[src/core/bph_pkg.sv]
// Purpose: Shared constants and types of the buffered handshake port.
// Assumes: One reference clock; the port clock is derived from it by a divider.
// Notes:   The port works as an input or an output port, never both at once.
//
// Behaviour
// - A handshake configuration whose flow line is wider than one bit raises an exception.
// - In input mode the outgoing flow line rises on a falling edge while the buffer has room.
// - In input mode the pins are captured at the sampling edge only when both flow lines are high.
// - The sampling edge is the rising edge by default and a sample delay can move it later.
// - In output mode the initial value is driven from configuration until a new word goes out.
// - In output mode the incoming flow line is read at the sampling edge.
// - In output mode a pending word is launched only on a falling edge after a high flow sample.
// - In output mode the outgoing flow line is high on a falling edge that launches, else low.
package bph_pkg;

  localparam int          PORT_W_DEF = 8;             // Data pins of the port.
  localparam int          CNT_W      = 16;            // Divider and delay field width.
  localparam int          WIDTH_W    = 8;             // Width code of an assigned flow port.
  localparam logic [7:0]  FLOW_WIDTH = 8'h01;         // The only legal flow port width.
  localparam logic [15:0] HALF_RST   = 16'h0001;      // Half period after reset, in ref cycles.
  localparam logic [15:0] DELAY_RST  = 16'h0000;      // Zero delay means the rising edge.
  localparam int          REF_CLK_NS = 10;            // Reference clock period.

  typedef enum logic [1:0] {
    BPH_OFF,
    BPH_IN,
    BPH_OUT
  } bph_mode_t;

  typedef enum logic {
    BPH_DIR_IN,
    BPH_DIR_OUT
  } bph_dir_t;

endpackage

[src/core/bph_buf2.sv]
// Purpose: Two-entry buffer with valid and ready on both sides.
// Assumes: Flush has priority over any push or pop in the same cycle.
// Notes:   The head entry is the output, so every output comes from a flop.
`timescale 1ns/1ns
module bph_buf2 #(
  parameter int W = bph_pkg::PORT_W_DEF
) (
  input  wire logic         i_ref_clk,
  input  wire logic         i_resetn,
  input  wire logic         i_flush,
  input  wire logic [W-1:0] i_s_data,
  input  wire logic         i_s_valid,
  output logic              o_s_ready,
  output logic [W-1:0]      o_m_data,
  output logic              o_m_valid,
  input  wire logic         i_m_ready
);
  import bph_pkg::*;

  typedef struct packed {
    logic [W-1:0] head;
    logic [W-1:0] tail;
    logic         head_v;
    logic         tail_v;
    logic         rdy;
  } bph_buf_t;

  bph_buf_t r;
  bph_buf_t next_r;
  logic     push;
  logic     pop;

  // Ready is a flop of its own, so it stays low in reset and has no gate after it.
  assign push      = i_s_valid && r.rdy;
  assign pop       = i_m_ready && r.head_v;
  assign o_s_ready = r.rdy;
  assign o_m_data  = r.head;
  assign o_m_valid = r.head_v;

  // The tail moves up on a pop; a push lands in the first free slot after that move.
  always_comb begin
    next_r = r;
    if (pop) begin
      next_r.head   = r.tail;
      next_r.head_v = r.tail_v;
      next_r.tail_v = 1'b0;
    end
    if (push) begin
      if (!next_r.head_v) begin
        next_r.head   = i_s_data;
        next_r.head_v = 1'b1;
      end else begin
        next_r.tail   = i_s_data;
        next_r.tail_v = 1'b1;
      end
    end
    if (i_flush) begin
      next_r.head_v = 1'b0;
      next_r.tail_v = 1'b0;
    end
    next_r.rdy = !next_r.tail_v;
  end

  // State register.
  always_ff @(posedge i_ref_clk or negedge i_resetn) begin
    if (!i_resetn) begin
      r <= '0;
    end else begin
      r <= next_r;
    end
  end

endmodule

[src/core/bph_port.sv]
// Purpose: Clocked buffered port in handshake mode, input or output direction.
// Assumes: Peer inputs are synchronous to i_ref_clk; the port clock is driven out by us.
// Notes:   A configuration pulse flushes both buffers and restarts the port clock.
`timescale 1ns/1ns
module bph_port #(
  parameter int W = bph_pkg::PORT_W_DEF
) (
  input  wire logic                    i_ref_clk,
  input  wire logic                    i_resetn,
  // Configuration, sample delay and exception control.
  input  wire logic                    i_cfg_valid,
  input  wire bph_pkg::bph_dir_t       i_cfg_dir,
  input  wire logic [bph_pkg::WIDTH_W-1:0] i_cfg_rdy_in_width,
  input  wire logic [bph_pkg::WIDTH_W-1:0] i_cfg_rdy_out_width,
  input  wire logic [W-1:0]            i_cfg_init,
  input  wire logic [bph_pkg::CNT_W-1:0] i_cfg_half,
  input  wire logic                    i_delay_valid,
  input  wire logic [bph_pkg::CNT_W-1:0] i_delay,
  input  wire logic                    i_exc_clear,
  // Exception flag, port clock, flow lines and data pins toward the peer.
  output logic                         o_exception,
  output logic                         o_port_clk,
  input  wire logic                    i_ready_in,
  output logic                         o_ready_out,
  input  wire logic [W-1:0]            i_pins,
  output logic [W-1:0]                 o_pins,
  output logic                         o_pins_oe,
  // Core-side word streams, each through its own two-entry buffer.
  output logic [W-1:0]                 o_rx_data,
  output logic                         o_rx_valid,
  input  wire logic                    i_rx_ready,
  input  wire logic [W-1:0]            i_tx_data,
  input  wire logic                    i_tx_valid,
  output logic                         o_tx_ready
);
  import bph_pkg::*;

  // All state of the port outside the two buffers in one register: mode, divider, the two flow
  // registers and the driven pins, so every output below is a flop.
  typedef struct packed {
    bph_mode_t        mode;
    logic [CNT_W:0]   cnt;
    logic [CNT_W-1:0] half;
    logic [CNT_W-1:0] dly;
    logic             pclk;
    logic             rdy_out;
    logic             rdy_smp;
    logic [W-1:0]     pins;
    logic             oe;
    logic             exc;
  } bph_state_t;

  // Current state, its next value and the decoded events of this cycle.
  bph_state_t       r;
  bph_state_t       next_r;
  logic [CNT_W:0]   period_m1;
  logic [CNT_W-1:0] smp_at;
  logic             live;
  logic             rise_ev;
  logic             fall_ev;
  logic             smp_ev;
  logic             cfg_bad;
  logic             rx_push;
  logic             rx_room;
  logic             tx_pop;
  logic             tx_valid;
  logic [W-1:0]     tx_head;

  // Port clock phases; events are suppressed in the configuration cycle itself.
  // The divider counts reference cycles, so the port clock is at most half the
  // reference rate, and every port edge lines up with a reference edge.
  assign live      = !i_cfg_valid;
  assign period_m1 = {r.half, 1'b0} - {{CNT_W{1'b0}}, 1'b1};
  // A delay reaching the falling edge is clamped just before it. Sampling and
  // launching in one cycle would let the peer see a flow change under its own
  // sample, which is the hazard the clamp trades a little range against.
  assign smp_at    = (r.dly < r.half) ? r.dly : (r.half - 16'h0001);
  assign rise_ev   = live && (r.cnt == '0);
  assign fall_ev   = live && (r.cnt == {1'b0, r.half});
  assign smp_ev    = live && (r.cnt == {1'b0, smp_at});

  // A flow line of any width other than one bit is illegal.
  // Both widths are checked in either direction, as both lines are used in both.
  assign cfg_bad = (i_cfg_rdy_in_width != FLOW_WIDTH) ||
                   (i_cfg_rdy_out_width != FLOW_WIDTH);

  // Capture needs both flow lines high at the sampling edge.
  // The receive buffer has room here, since room was judged at the last fall.
  assign rx_push = (r.mode == BPH_IN) && smp_ev && i_ready_in && r.rdy_out;

  // Launch needs a pending word and a high flow sample from the last sampling edge.
  // One launch per port period at most, because the fall event occurs once per period.
  assign tx_pop = (r.mode == BPH_OUT) && fall_ev && r.rdy_smp && tx_valid;

  // Receive path: the buffer absorbs a stalled reader for up to two words.
  // Its flush on configuration drops words of an earlier setup.
  bph_buf2 #(
    .W (W)
  ) u_rx_buf (
    .i_ref_clk (i_ref_clk),
    .i_resetn  (i_resetn),
    .i_flush   (i_cfg_valid),
    .i_s_data  (i_pins),
    .i_s_valid (rx_push),
    .o_s_ready (rx_room),
    .o_m_data  (o_rx_data),
    .o_m_valid (o_rx_valid),
    .i_m_ready (i_rx_ready)
  );

  // Transmit path: words wait here until the peer lets them out.
  // Words are taken in any mode but only leave in output mode.
  bph_buf2 #(
    .W (W)
  ) u_tx_buf (
    .i_ref_clk (i_ref_clk),
    .i_resetn  (i_resetn),
    .i_flush   (i_cfg_valid),
    .i_s_data  (i_tx_data),
    .i_s_valid (i_tx_valid),
    .o_s_ready (o_tx_ready),
    .o_m_data  (tx_head),
    .o_m_valid (tx_valid),
    .i_m_ready (tx_pop)
  );

  // Next state of the port: divider, configuration, flow lines and pins.
  always_comb begin
    next_r = r;
    // Divider wraps after a full port clock period.
    // The clock flop changes at the two event counts, so its duty cycle is even.
    if (r.cnt == period_m1) begin
      next_r.cnt = '0;
    end else begin
      next_r.cnt = r.cnt + {{CNT_W{1'b0}}, 1'b1};
    end
    // Port clock level follows the events of this cycle.
    if (rise_ev) begin
      next_r.pclk = 1'b1;
    end
    if (fall_ev) begin
      next_r.pclk = 1'b0;
    end
    // The sample delay is a setting of its own and survives reconfiguration.
    if (i_delay_valid) begin
      next_r.dly = i_delay;
    end
    case (r.mode)
      BPH_IN: begin
        // Room is judged at the falling edge; only one capture per period can
        // follow, so the buffer cannot overflow before the next judgement.
        if (fall_ev) begin
          next_r.rdy_out = rx_room;
        end
      end
      BPH_OUT: begin
        // The flow sample is kept until the next sampling point, so a fall that
        // follows a low sample holds the pins even if the peer rises later.
        if (smp_ev) begin
          next_r.rdy_smp = i_ready_in;
        end
        if (fall_ev) begin
          next_r.rdy_out = tx_pop;
        end
        if (tx_pop) begin
          next_r.pins = tx_head;
        end
      end
      default: begin
        // An idle port keeps its flow line low so the peer never sends blind.
        next_r.rdy_out = 1'b0;
      end
    endcase
    // Software clears the sticky exception; a new bad setup in the same cycle wins.
    if (i_exc_clear) begin
      next_r.exc = 1'b0;
    end
    // Configuration restarts the port clock low and clears both flow registers;
    // a half period of zero is taken as one so the divider never stalls.
    if (i_cfg_valid) begin
      next_r.cnt     = '0;
      next_r.pclk    = 1'b0;
      next_r.rdy_out = 1'b0;
      next_r.rdy_smp = 1'b0;
      next_r.half    = (i_cfg_half == '0) ? HALF_RST : i_cfg_half;
      if (cfg_bad) begin
        // A rejected setup leaves the port idle with its pins released.
        next_r.exc  = 1'b1;
        next_r.mode = BPH_OFF;
        next_r.oe   = 1'b0;
      end else if (i_cfg_dir == BPH_DIR_OUT) begin
        next_r.mode = BPH_OUT;
        next_r.pins = i_cfg_init;
        next_r.oe   = 1'b1;
      end else begin
        next_r.mode = BPH_IN;
        next_r.oe   = 1'b0;
      end
    end
  end

  // State register; the reset image leaves the port idle with the default
  // half period and no sample delay.
  always_ff @(posedge i_ref_clk or negedge i_resetn) begin
    if (!i_resetn) begin
      r      <= '0;
      r.mode <= BPH_OFF;
      r.half <= HALF_RST;
      r.dly  <= DELAY_RST;
    end else begin
      r <= next_r;
    end
  end

  // Outputs are fields of the state register, so no output has a logic path
  // from an input.
  assign o_exception = r.exc;
  assign o_port_clk  = r.pclk;
  assign o_ready_out = r.rdy_out;
  assign o_pins      = r.pins;
  assign o_pins_oe   = r.oe;

endmodule

[config.mk]
export PLATFORM = sky130hd
export DESIGN_NAME = bph_port
export DESIGN_NICKNAME = d
export VERILOG_FILES = /design/src/core/bph_pkg.sv /design/src/core/bph_buf2.sv /design/src/core/bph_port.sv
export SDC_FILE = /design/constraint.sdc
export NUM_CORES = 1
export LEC_CHECK = 0
export ABC_AREA = 1
export BUFFER_PORTS_ARGS = -buffer_cell sky130_fd_sc_hd__buf_2
export CORE_MARGIN = 5
export CORE_UTILIZATION = 47
export CTS_CLUSTER_DIAMETER = 50
export CTS_CLUSTER_SIZE = 14
export DETAILED_ROUTE_END_ITERATION = 16
export PLACE_DENSITY_LB_ADDON = 0.1
export SLEW_MARGIN = 40
export SYNTH_ARGS = -nofsm -noshare
export SYNTH_HDL_FRONTEND = slang
export SYNTH_SLANG_ARGS = --single-unit
[constraint.sdc]
create_clock -name i_ref_clk -period 2.65 [get_ports i_ref_clk]
set_input_delay 0.265 -clock i_ref_clk [delete_from_list [all_inputs] [get_ports i_ref_clk]]
set_output_delay 0.265 -clock i_ref_clk [all_outputs]
set_load 0.02 [all_outputs]
==> results of run 1 <==
-- how the worst min path moves through the flow --
stage	slack, ps	cells past startpoint	to
after global placement	340	1	o_port_clk$_DFFE_PN0P_
after floorplan	-30	0	o_exception$_DFF_PN0_
after detailed placement	350	1	o_port_clk$_DFFE_PN0P_
final	90	2	o_exception$_DFF_PN0_
after global routing	90	2	o_exception$_DFF_PN0_
after CTS	80	2	o_exception$_DFF_PN0_
-- cells by family after synthesis --
| kind of cell | count (synthesis) |
|---|---|
| muxes | 21 |
| xor gates and xnor gates | 32 |
| and+or+nand+nor | 408 |
| AOI/OAI and AO/OA | 92 |
| DFF | 101 |
| adders and majority gates | 20 |
| buffers and inverters | 128 |
-- cell type report --
type / instances / area share
Multi-Input combinational cell: 575 / 0.430
Sequential cell: 101 / 0.315
Inverter: 88 / 0.0419
Clock buffer: 9 / 0.0281
Timing Repair Buffer: 170 / 0.143
Clock inverter: 7 / 0.0143
Tap cell: 176 / 0.0274
-- routing by layer --
metal  vias up  GRT usage  share of wire
li1       2931          -              -
met1      2864      0.323           0.47
met2       152      0.347           0.46
met3        24     0.0356          0.049
met4         0     0.0727          0.021
met5         -          0              0
-- repair_timing --
action                                  in CTS  in global routing
pin swaps                                   10                 21
buffers inserted                             5                  3
endpoints found under the hold margin       50                  0
endpoints found under the setup margin      20                 47
cloned                                       3                  4
resized for setup                           25                 54
hold buffers                                 1                  0
-- stage by stage --
stage	instance area (um^2)	setup TNS (ps)	hold slack, ps	total power [mW]	setup slack (ps)
floorplan	6200	0	-30.6	2.28	56.5
global placement	7160	-211	342	2.60	-27.6
detailed placement	7160	-833	351	2.63	-102
CTS	7720	-19.8	82.3	4.22	-19.8
global route	8030	-2890	87.0	4.53	-167
finish	8030	-39.5	86.9	4.29	-13.2
-- where the power goes --
| part | switching, mW | internal, mW |
|---|---|---|
| clock network | 0.650 | 0.853 |
| registers | 0.0737 | 1.65 |
| logic | 0.606 | 0.463 |
| total | 1.33 | 2.96 |
-- flip-flops by register name, indices dropped and copies added (netlist names), 8 cells and up --
signal and count:
r 52, u_tx_buf.r 9, u_rx_buf.o_m_data 8, u_rx_buf.r 9, o_pins 8, u_tx_buf.o_m_data 8
-- synth_stat cells, types with 2 or more instances --
| cell | number | area share |
|---|---|---|
| nand2_1 | 205 | 0.12 |
| dfrtp_1 | 100 | 0.40 |
| inv_1 | 84 | 0.051 |
| nor2_1 | 71 | 0.043 |
| nand3_1 | 60 | 0.048 |
| o21ai_0 | 43 | 0.035 |
| nand4_1 | 28 | 0.028 |
| xor2_1 | 27 | 0.038 |
| mux2_2 | 21 | 0.038 |
| ha_1 | 20 | 0.040 |
| a21oi_1 | 17 | 0.014 |
| buf_4 | 17 | 0.021 |
| clkbuf_1 | 15 | 0.0091 |
| nor3_1 | 14 | 0.011 |
| o22ai_1 | 14 | 0.014 |
| a31oi_1 | 9 | 0.0091 |
| nor4_1 | 9 | 0.0091 |
| buf_2 | 5 | 0.0040 |
| xnor2_1 | 5 | 0.0071 |
| nor2_2 | 4 | 0.0040 |
| clkinv_1 | 3 | 0.0018 |
| nand2_4 | 3 | 0.0055 |
| nor3b_1 | 3 | 0.0036 |
| o21ai_1 | 3 | 0.0024 |
| buf_6 | 2 | 0.0036 |
| nor2_4 | 2 | 0.0036 |
| or4_1 | 2 | 0.0024 |
==> results_dict.tcl, run 1 <==
set metrics [dict create \
    cts_buffers 9 \
    syn-num-nets 903 \
    grt_pass1_wl_mm 28.8 \
    multi_input_area_um2 3450 \
    synth.avg_cell_area_um2 7.73 \
    fin_nets 1046 \
    critPathCaptureType "flop" \
    seq_area_um2 2530 \
    final_common_cell "nand2_1" \
    final.setup_skew_ps 13.3 \
    final_cell_mix "nand2_1 (197), buf_2 (102), dfrtp_1 (98)" \
    drive_gt1_frac 0.299 \
    min_period_over_period 1.00 \
    worstPathBufferInverterCount 3 \
    coreArea_um2 13100 \
    violations "negative setup slack" \
    crit_fanout 18 \
    firstDrtPassIters 5 \
    slew_violations 0 \
    grt_max_degree 53 \
    synth-simple-area-share 0.295 \
    status "finished, violations left" \
    cts_buffer_depth 2 \
    post-place-cells 1094 \
    synth-compound-area-share 0.0820 \
    r2r_end "u_rx_buf.o_m_valid$_DFF_PN0_" \
    postLayoutSetupSlackWorst_ps -13.2 \
    maxCapViolations 0 \
    die_x_um 125 \
    critPathLaunchType "flop" \
    power_density_nw_per_um2 535 \
    ys_seq_area_frac 0.408 \
    cts_root_buf "clkbuf_16" \
    ys_ff_latch 101 \
    ant_nets 0 \
    antenna_found_initial 0 \
    critPathArrivalTime_ps 2960 \
    hpwl_mm 12.9 \
    drc 0 \
    finalNonFillerCells 1126 \
    hold_viol 0 \
    startpoint "r[27]$_DFFE_PN0P_" \
    drt-initial-drc-count 439 \
    cts_tree "built" \
    netlist_area_um2 6200 \
    n_antenna_cell 0 \
    track_usage 0.224 \
    crit_cells 18 \
    gp_congestion 0.913 \
    cp_cell_sequence "ha_4 -> nand4_1 -> buf_4 -> nor2_4 -> nand2_8 -> buf_12 -> nand3_2 -> nand2_1 -> nand2_1 -> nand2_1 -> nor2_2 -> nand2_1 -> nor2_4 -> nand2_2 -> nor2_4 -> buf_12 -> nand2_1 -> a21oi_2" \
    die_h_um 125 \
    cts_htree_levels 3 \
    io_buffer_count 102 \
    wl_per_cell_um 15.6 \
    fmax_mhz 375 \
    routed_wl_mm 17.6 \
    grt-ovfl-total 0 \
    ys_warn_count 0 \
    design.die.area_um2 15600 \
    slew_headroom 0.534 \
    r2r_start "r[27]$_DFFE_PN0P_" \
    clk_pin_slew_worst_paths_ps 70 \
    reg2reg_depth 18 \
    num_io_pins 103 \
    synthAdderAreaFrac 0.0404 \
    crit_family "simple AND/OR/NAND/NOR gates" \
    synth_mux_area_frac 0.0382 \
    period_minus_slack_ps 2660 \
    async_reset_ff_frac 1.00 \
    initial_core_util 0.474 \
    critical_path_class "flop to flop" \
    synth_edf_count 0 \
    num_vias 5971 \
    netlist_instances 802 \
    syn2layout_area_growth_pct 29.5 \
    report.final.setup_viol 5 \
    slowest_stage "dfrtp_1" \
    rrSetupSlack_ps -10 \
    ys_types 43 \
    min_path_type "primary input to flop" \
    clk_latency_ps 360 \
    fillers 1166 \
    ir_drop_v 0.000426 \
    grt_pass1_vias 5752 \
    synth_top_flop_cell "dfrtp_1" \
    tightestPinTransition_ps 699 \
    slowest_delay_ps 430 \
    via_per_inst 5.30 \
    hp-start "i_exc_clear" \
    critical_path.most_common_cell "nand2_1" \
    synth_xor_area_frac 0.0452 \
    endpoint "u_rx_buf.o_m_valid$_DFF_PN0_" \
    rows 42 \
    synth_top_family_by_area "simple AND/OR/NAND/NOR gates" \
    p_leak_nw 3.99 \
    rsz0062_at_grt "yes" \
    worstPathRequired_ps 2940 \
    utilization 0.613 \
    cts_sinks 101 \
]
Power figures use the tool's default switching activity.
==> run 2: changes to the inputs <==
--- a/config.mk
+++ b/config.mk
@@ -8,7 +8,7 @@
 export ABC_AREA = 1
 export BUFFER_PORTS_ARGS = -buffer_cell sky130_fd_sc_hd__buf_2
 export CORE_MARGIN = 5
-export CORE_UTILIZATION = 47
+export CORE_UTILIZATION = 52
 export CTS_CLUSTER_DIAMETER = 50
 export CTS_CLUSTER_SIZE = 14
 export DETAILED_ROUTE_END_ITERATION = 16
==> results_dict.tcl, run 2 (synthesis results as in run 1) <==
set metrics [dict create \
    cts_root_buf "clkbuf_16" \
    tightestPinTransition_ps 614 \
    seq_area_um2 2530 \
    p_switching_mw 1.31 \
    antenna_found_initial 0 \
    min_path_type "primary input to flop" \
    reg_top3 "r: 52 flops, u_rx_buf.r: 9 flops, u_tx_buf.r: 9 flops" \
    setup_tns_ps -1380 \
    reg2reg_depth 19 \
    hold_path_depth 2 \
    die_h_um 119 \
    ir_drop_v 0.000504 \
    largest_register_ffs 52 \
    violations "negative setup slack" \
    critical_path.most_common_cell "nand2_1" \
    status "finished, violations left" \
    slew_headroom 0.590 \
    fmax_mhz 362 \
    power_density_nw_per_um2 527 \
    die_x_um 119 \
    grt_max_degree 56 \
    grt_pass1_wl_mm 28.4 \
    via_per_inst 5.45 \
    syn2layout_area_growth_pct 28.1 \
    report.final.setup_viol 18 \
    clk_latency_ps 360 \
    total_power_mw 4.18 \
    pwr-share-seq 0.412 \
    combPwrFrac 0.252 \
    period_minus_slack_ps 2760 \
    min_period_over_period 1.04 \
    slowest_stage "dfrtp_1" \
    ant_nets 0 \
    critPathLaunchType "flop" \
    postLayoutSetupSlackWorst_ps -109 \
    grt_pass1_vias 5663 \
    num_vias 5952 \
    n_antenna_cell 0 \
    intPower_mw 2.88 \
    num_io_pins 103 \
    regMostFlops "r" \
    initial_core_util 0.536 \
    hpwl_mm 12.6 \
    final_cell_mix "nand2_1 (200), buf_2 (101), dfrtp_1 (100)" \
    critPathCaptureType "flop" \
    drt-initial-drc-count 607 \
    pwr-share-clk 0.336 \
    hold_viol 0 \
    rows 39 \
    slew_violations 0 \
    grt-ovfl-total 0 \
    p_leak_nw 3.97 \
    cts_sinks 101 \
    multi_input_area_um2 3420 \
    clk_pin_slew_worst_paths_ps 70 \
    maxCapViolations 0 \
    crit_fanout 9 \
    final_common_cell "nand2_1" \
    drive_gt1_frac 0.297 \
    rsz0062_at_grt "yes" \
    routed_wl_mm 17.7 \
    cts_htree_levels 3 \
    drc 0 \
    cts_tree "built" \
    track_usage 0.247 \
    gp_congestion 0.965 \
    critPathArrivalTime_ps 3060 \
    fillers 966 \
    worstPathRequired_ps 2950 \
    firstDrtPassIters 5 \
    cts_buffers 9 \
    final.setup_skew_ps 10.2 \
    design.die.area_um2 14200 \
    cp_cell_sequence "ha_4 -> nand2_1 -> inv_1 -> nand3_1 -> nor2_2 -> nand2_8 -> buf_12 -> nand3_2 -> nand2_1 -> nand2_1 -> nand2_1 -> nor2_2 -> inv_2 -> nor2_4 -> nand2_2 -> nor2_4 -> clkbuf_16 -> nand4_1 -> nand2_1" \
    slowest_delay_ps 420 \
    wl_per_cell_um 16.2 \
    critical_path_class "flop to flop" \
    coreArea_um2 11600 \
    switching_share 0.313 \
    fin_nets 1046 \
    io_buffer_count 102 \
    cts_buffer_depth 2 \
]
==> run 2: final timing paths <==
path / start / to / slack, ps
min in group asynchronous: i_resetn / r[48]$_DFF_PN0_ / 460
max reg2reg: r[24]$_DFFE_PN0P_ / u_rx_buf.o_m_data[5]$_DFF_PN0_ / -110
max: r[24]$_DFFE_PN0P_ / u_rx_buf.o_m_data[5]$_DFF_PN0_ / -110
min: i_exc_clear / o_exception$_DFF_PN0_ / 90
min reg2reg: r[10]$_DFFE_PN0P_ / r[10]$_DFFE_PN0P_ / 490
max in group asynchronous: i_resetn / r[29]$_DFFE_PN1P_ / 1470
==> run 2: critical path, delay by kind of cell (launching register included) <==
kind / cells / cell delay (ps)
fa+ha+maj: 1 / 280
flops: 1 / 420
buf+inv: 4 / 510
simple gates: 14 / 1480
==> run 2: final cells by class <==
type	instances	share of cell area
Multi-Input combinational cell	575	0.431
Sequential cell	101	0.319
Timing Repair Buffer	170	0.145
Inverter	88	0.0424
Clock buffer	10	0.0301
Tap cell	143	0.0225
Clock inverter	6	0.00993
==> run 2: per-layer routing <==
layer  global-route usage  wire length (um)  vias to the layer above
li1                     -                 -                     2940
met1                0.359              8170                     2800
met2                0.374              8180                      190
met3               0.0488              1050                       22
met4               0.0724               253                        0
met5                    0                 0                        -
==> run 2: power by group through the flow <==
stage | logic, mW | clock network (mW) | registers, mW
6_report | 1.06 | 1.41 | 1.72
4_1_cts | 0.997 | 1.43 | 1.72
2_1_floorplan | 0.545 | 0 | 1.74
3_3_place_gp | 0.859 | 0 | 1.74
3_5_place_dp | 0.879 | 0 | 1.74
5_1_grt | 1.18 | 1.50 | 1.74
==> run 2: per-stage QoR <==
stage / instance area (um^2) / setup slack [ps] / util / hold slack (ps) / std cells
2_1_floorplan: 6200 / 56.5 / - / -30.6 / 802
3_3_place_gp: 7110 / -62.0 / 0.615 / 309 / 1061
3_5_place_dp: 7110 / -169 / 0.615 / 316 / 1061
4_1_cts: 7730 / -15.3 / 0.668 / 78.5 / 1088
5_1_grt: 7940 / -315 / 0.686 / 86.8 / 1093
6_report: 7940 / -109 / 0.686 / 88.4 / 1093
==> run 2: repair_timing <==
item | in CTS | in global routing
setup buffers | 5 | 4
hold buffers | 1 | 0
endpoints found under the setup margin | 20 | 52
hold endpoints to repair | 46 | 0
gates resized for setup | 39 | 32
gates cloned | 5 | 2
pin swaps | 14 | 13
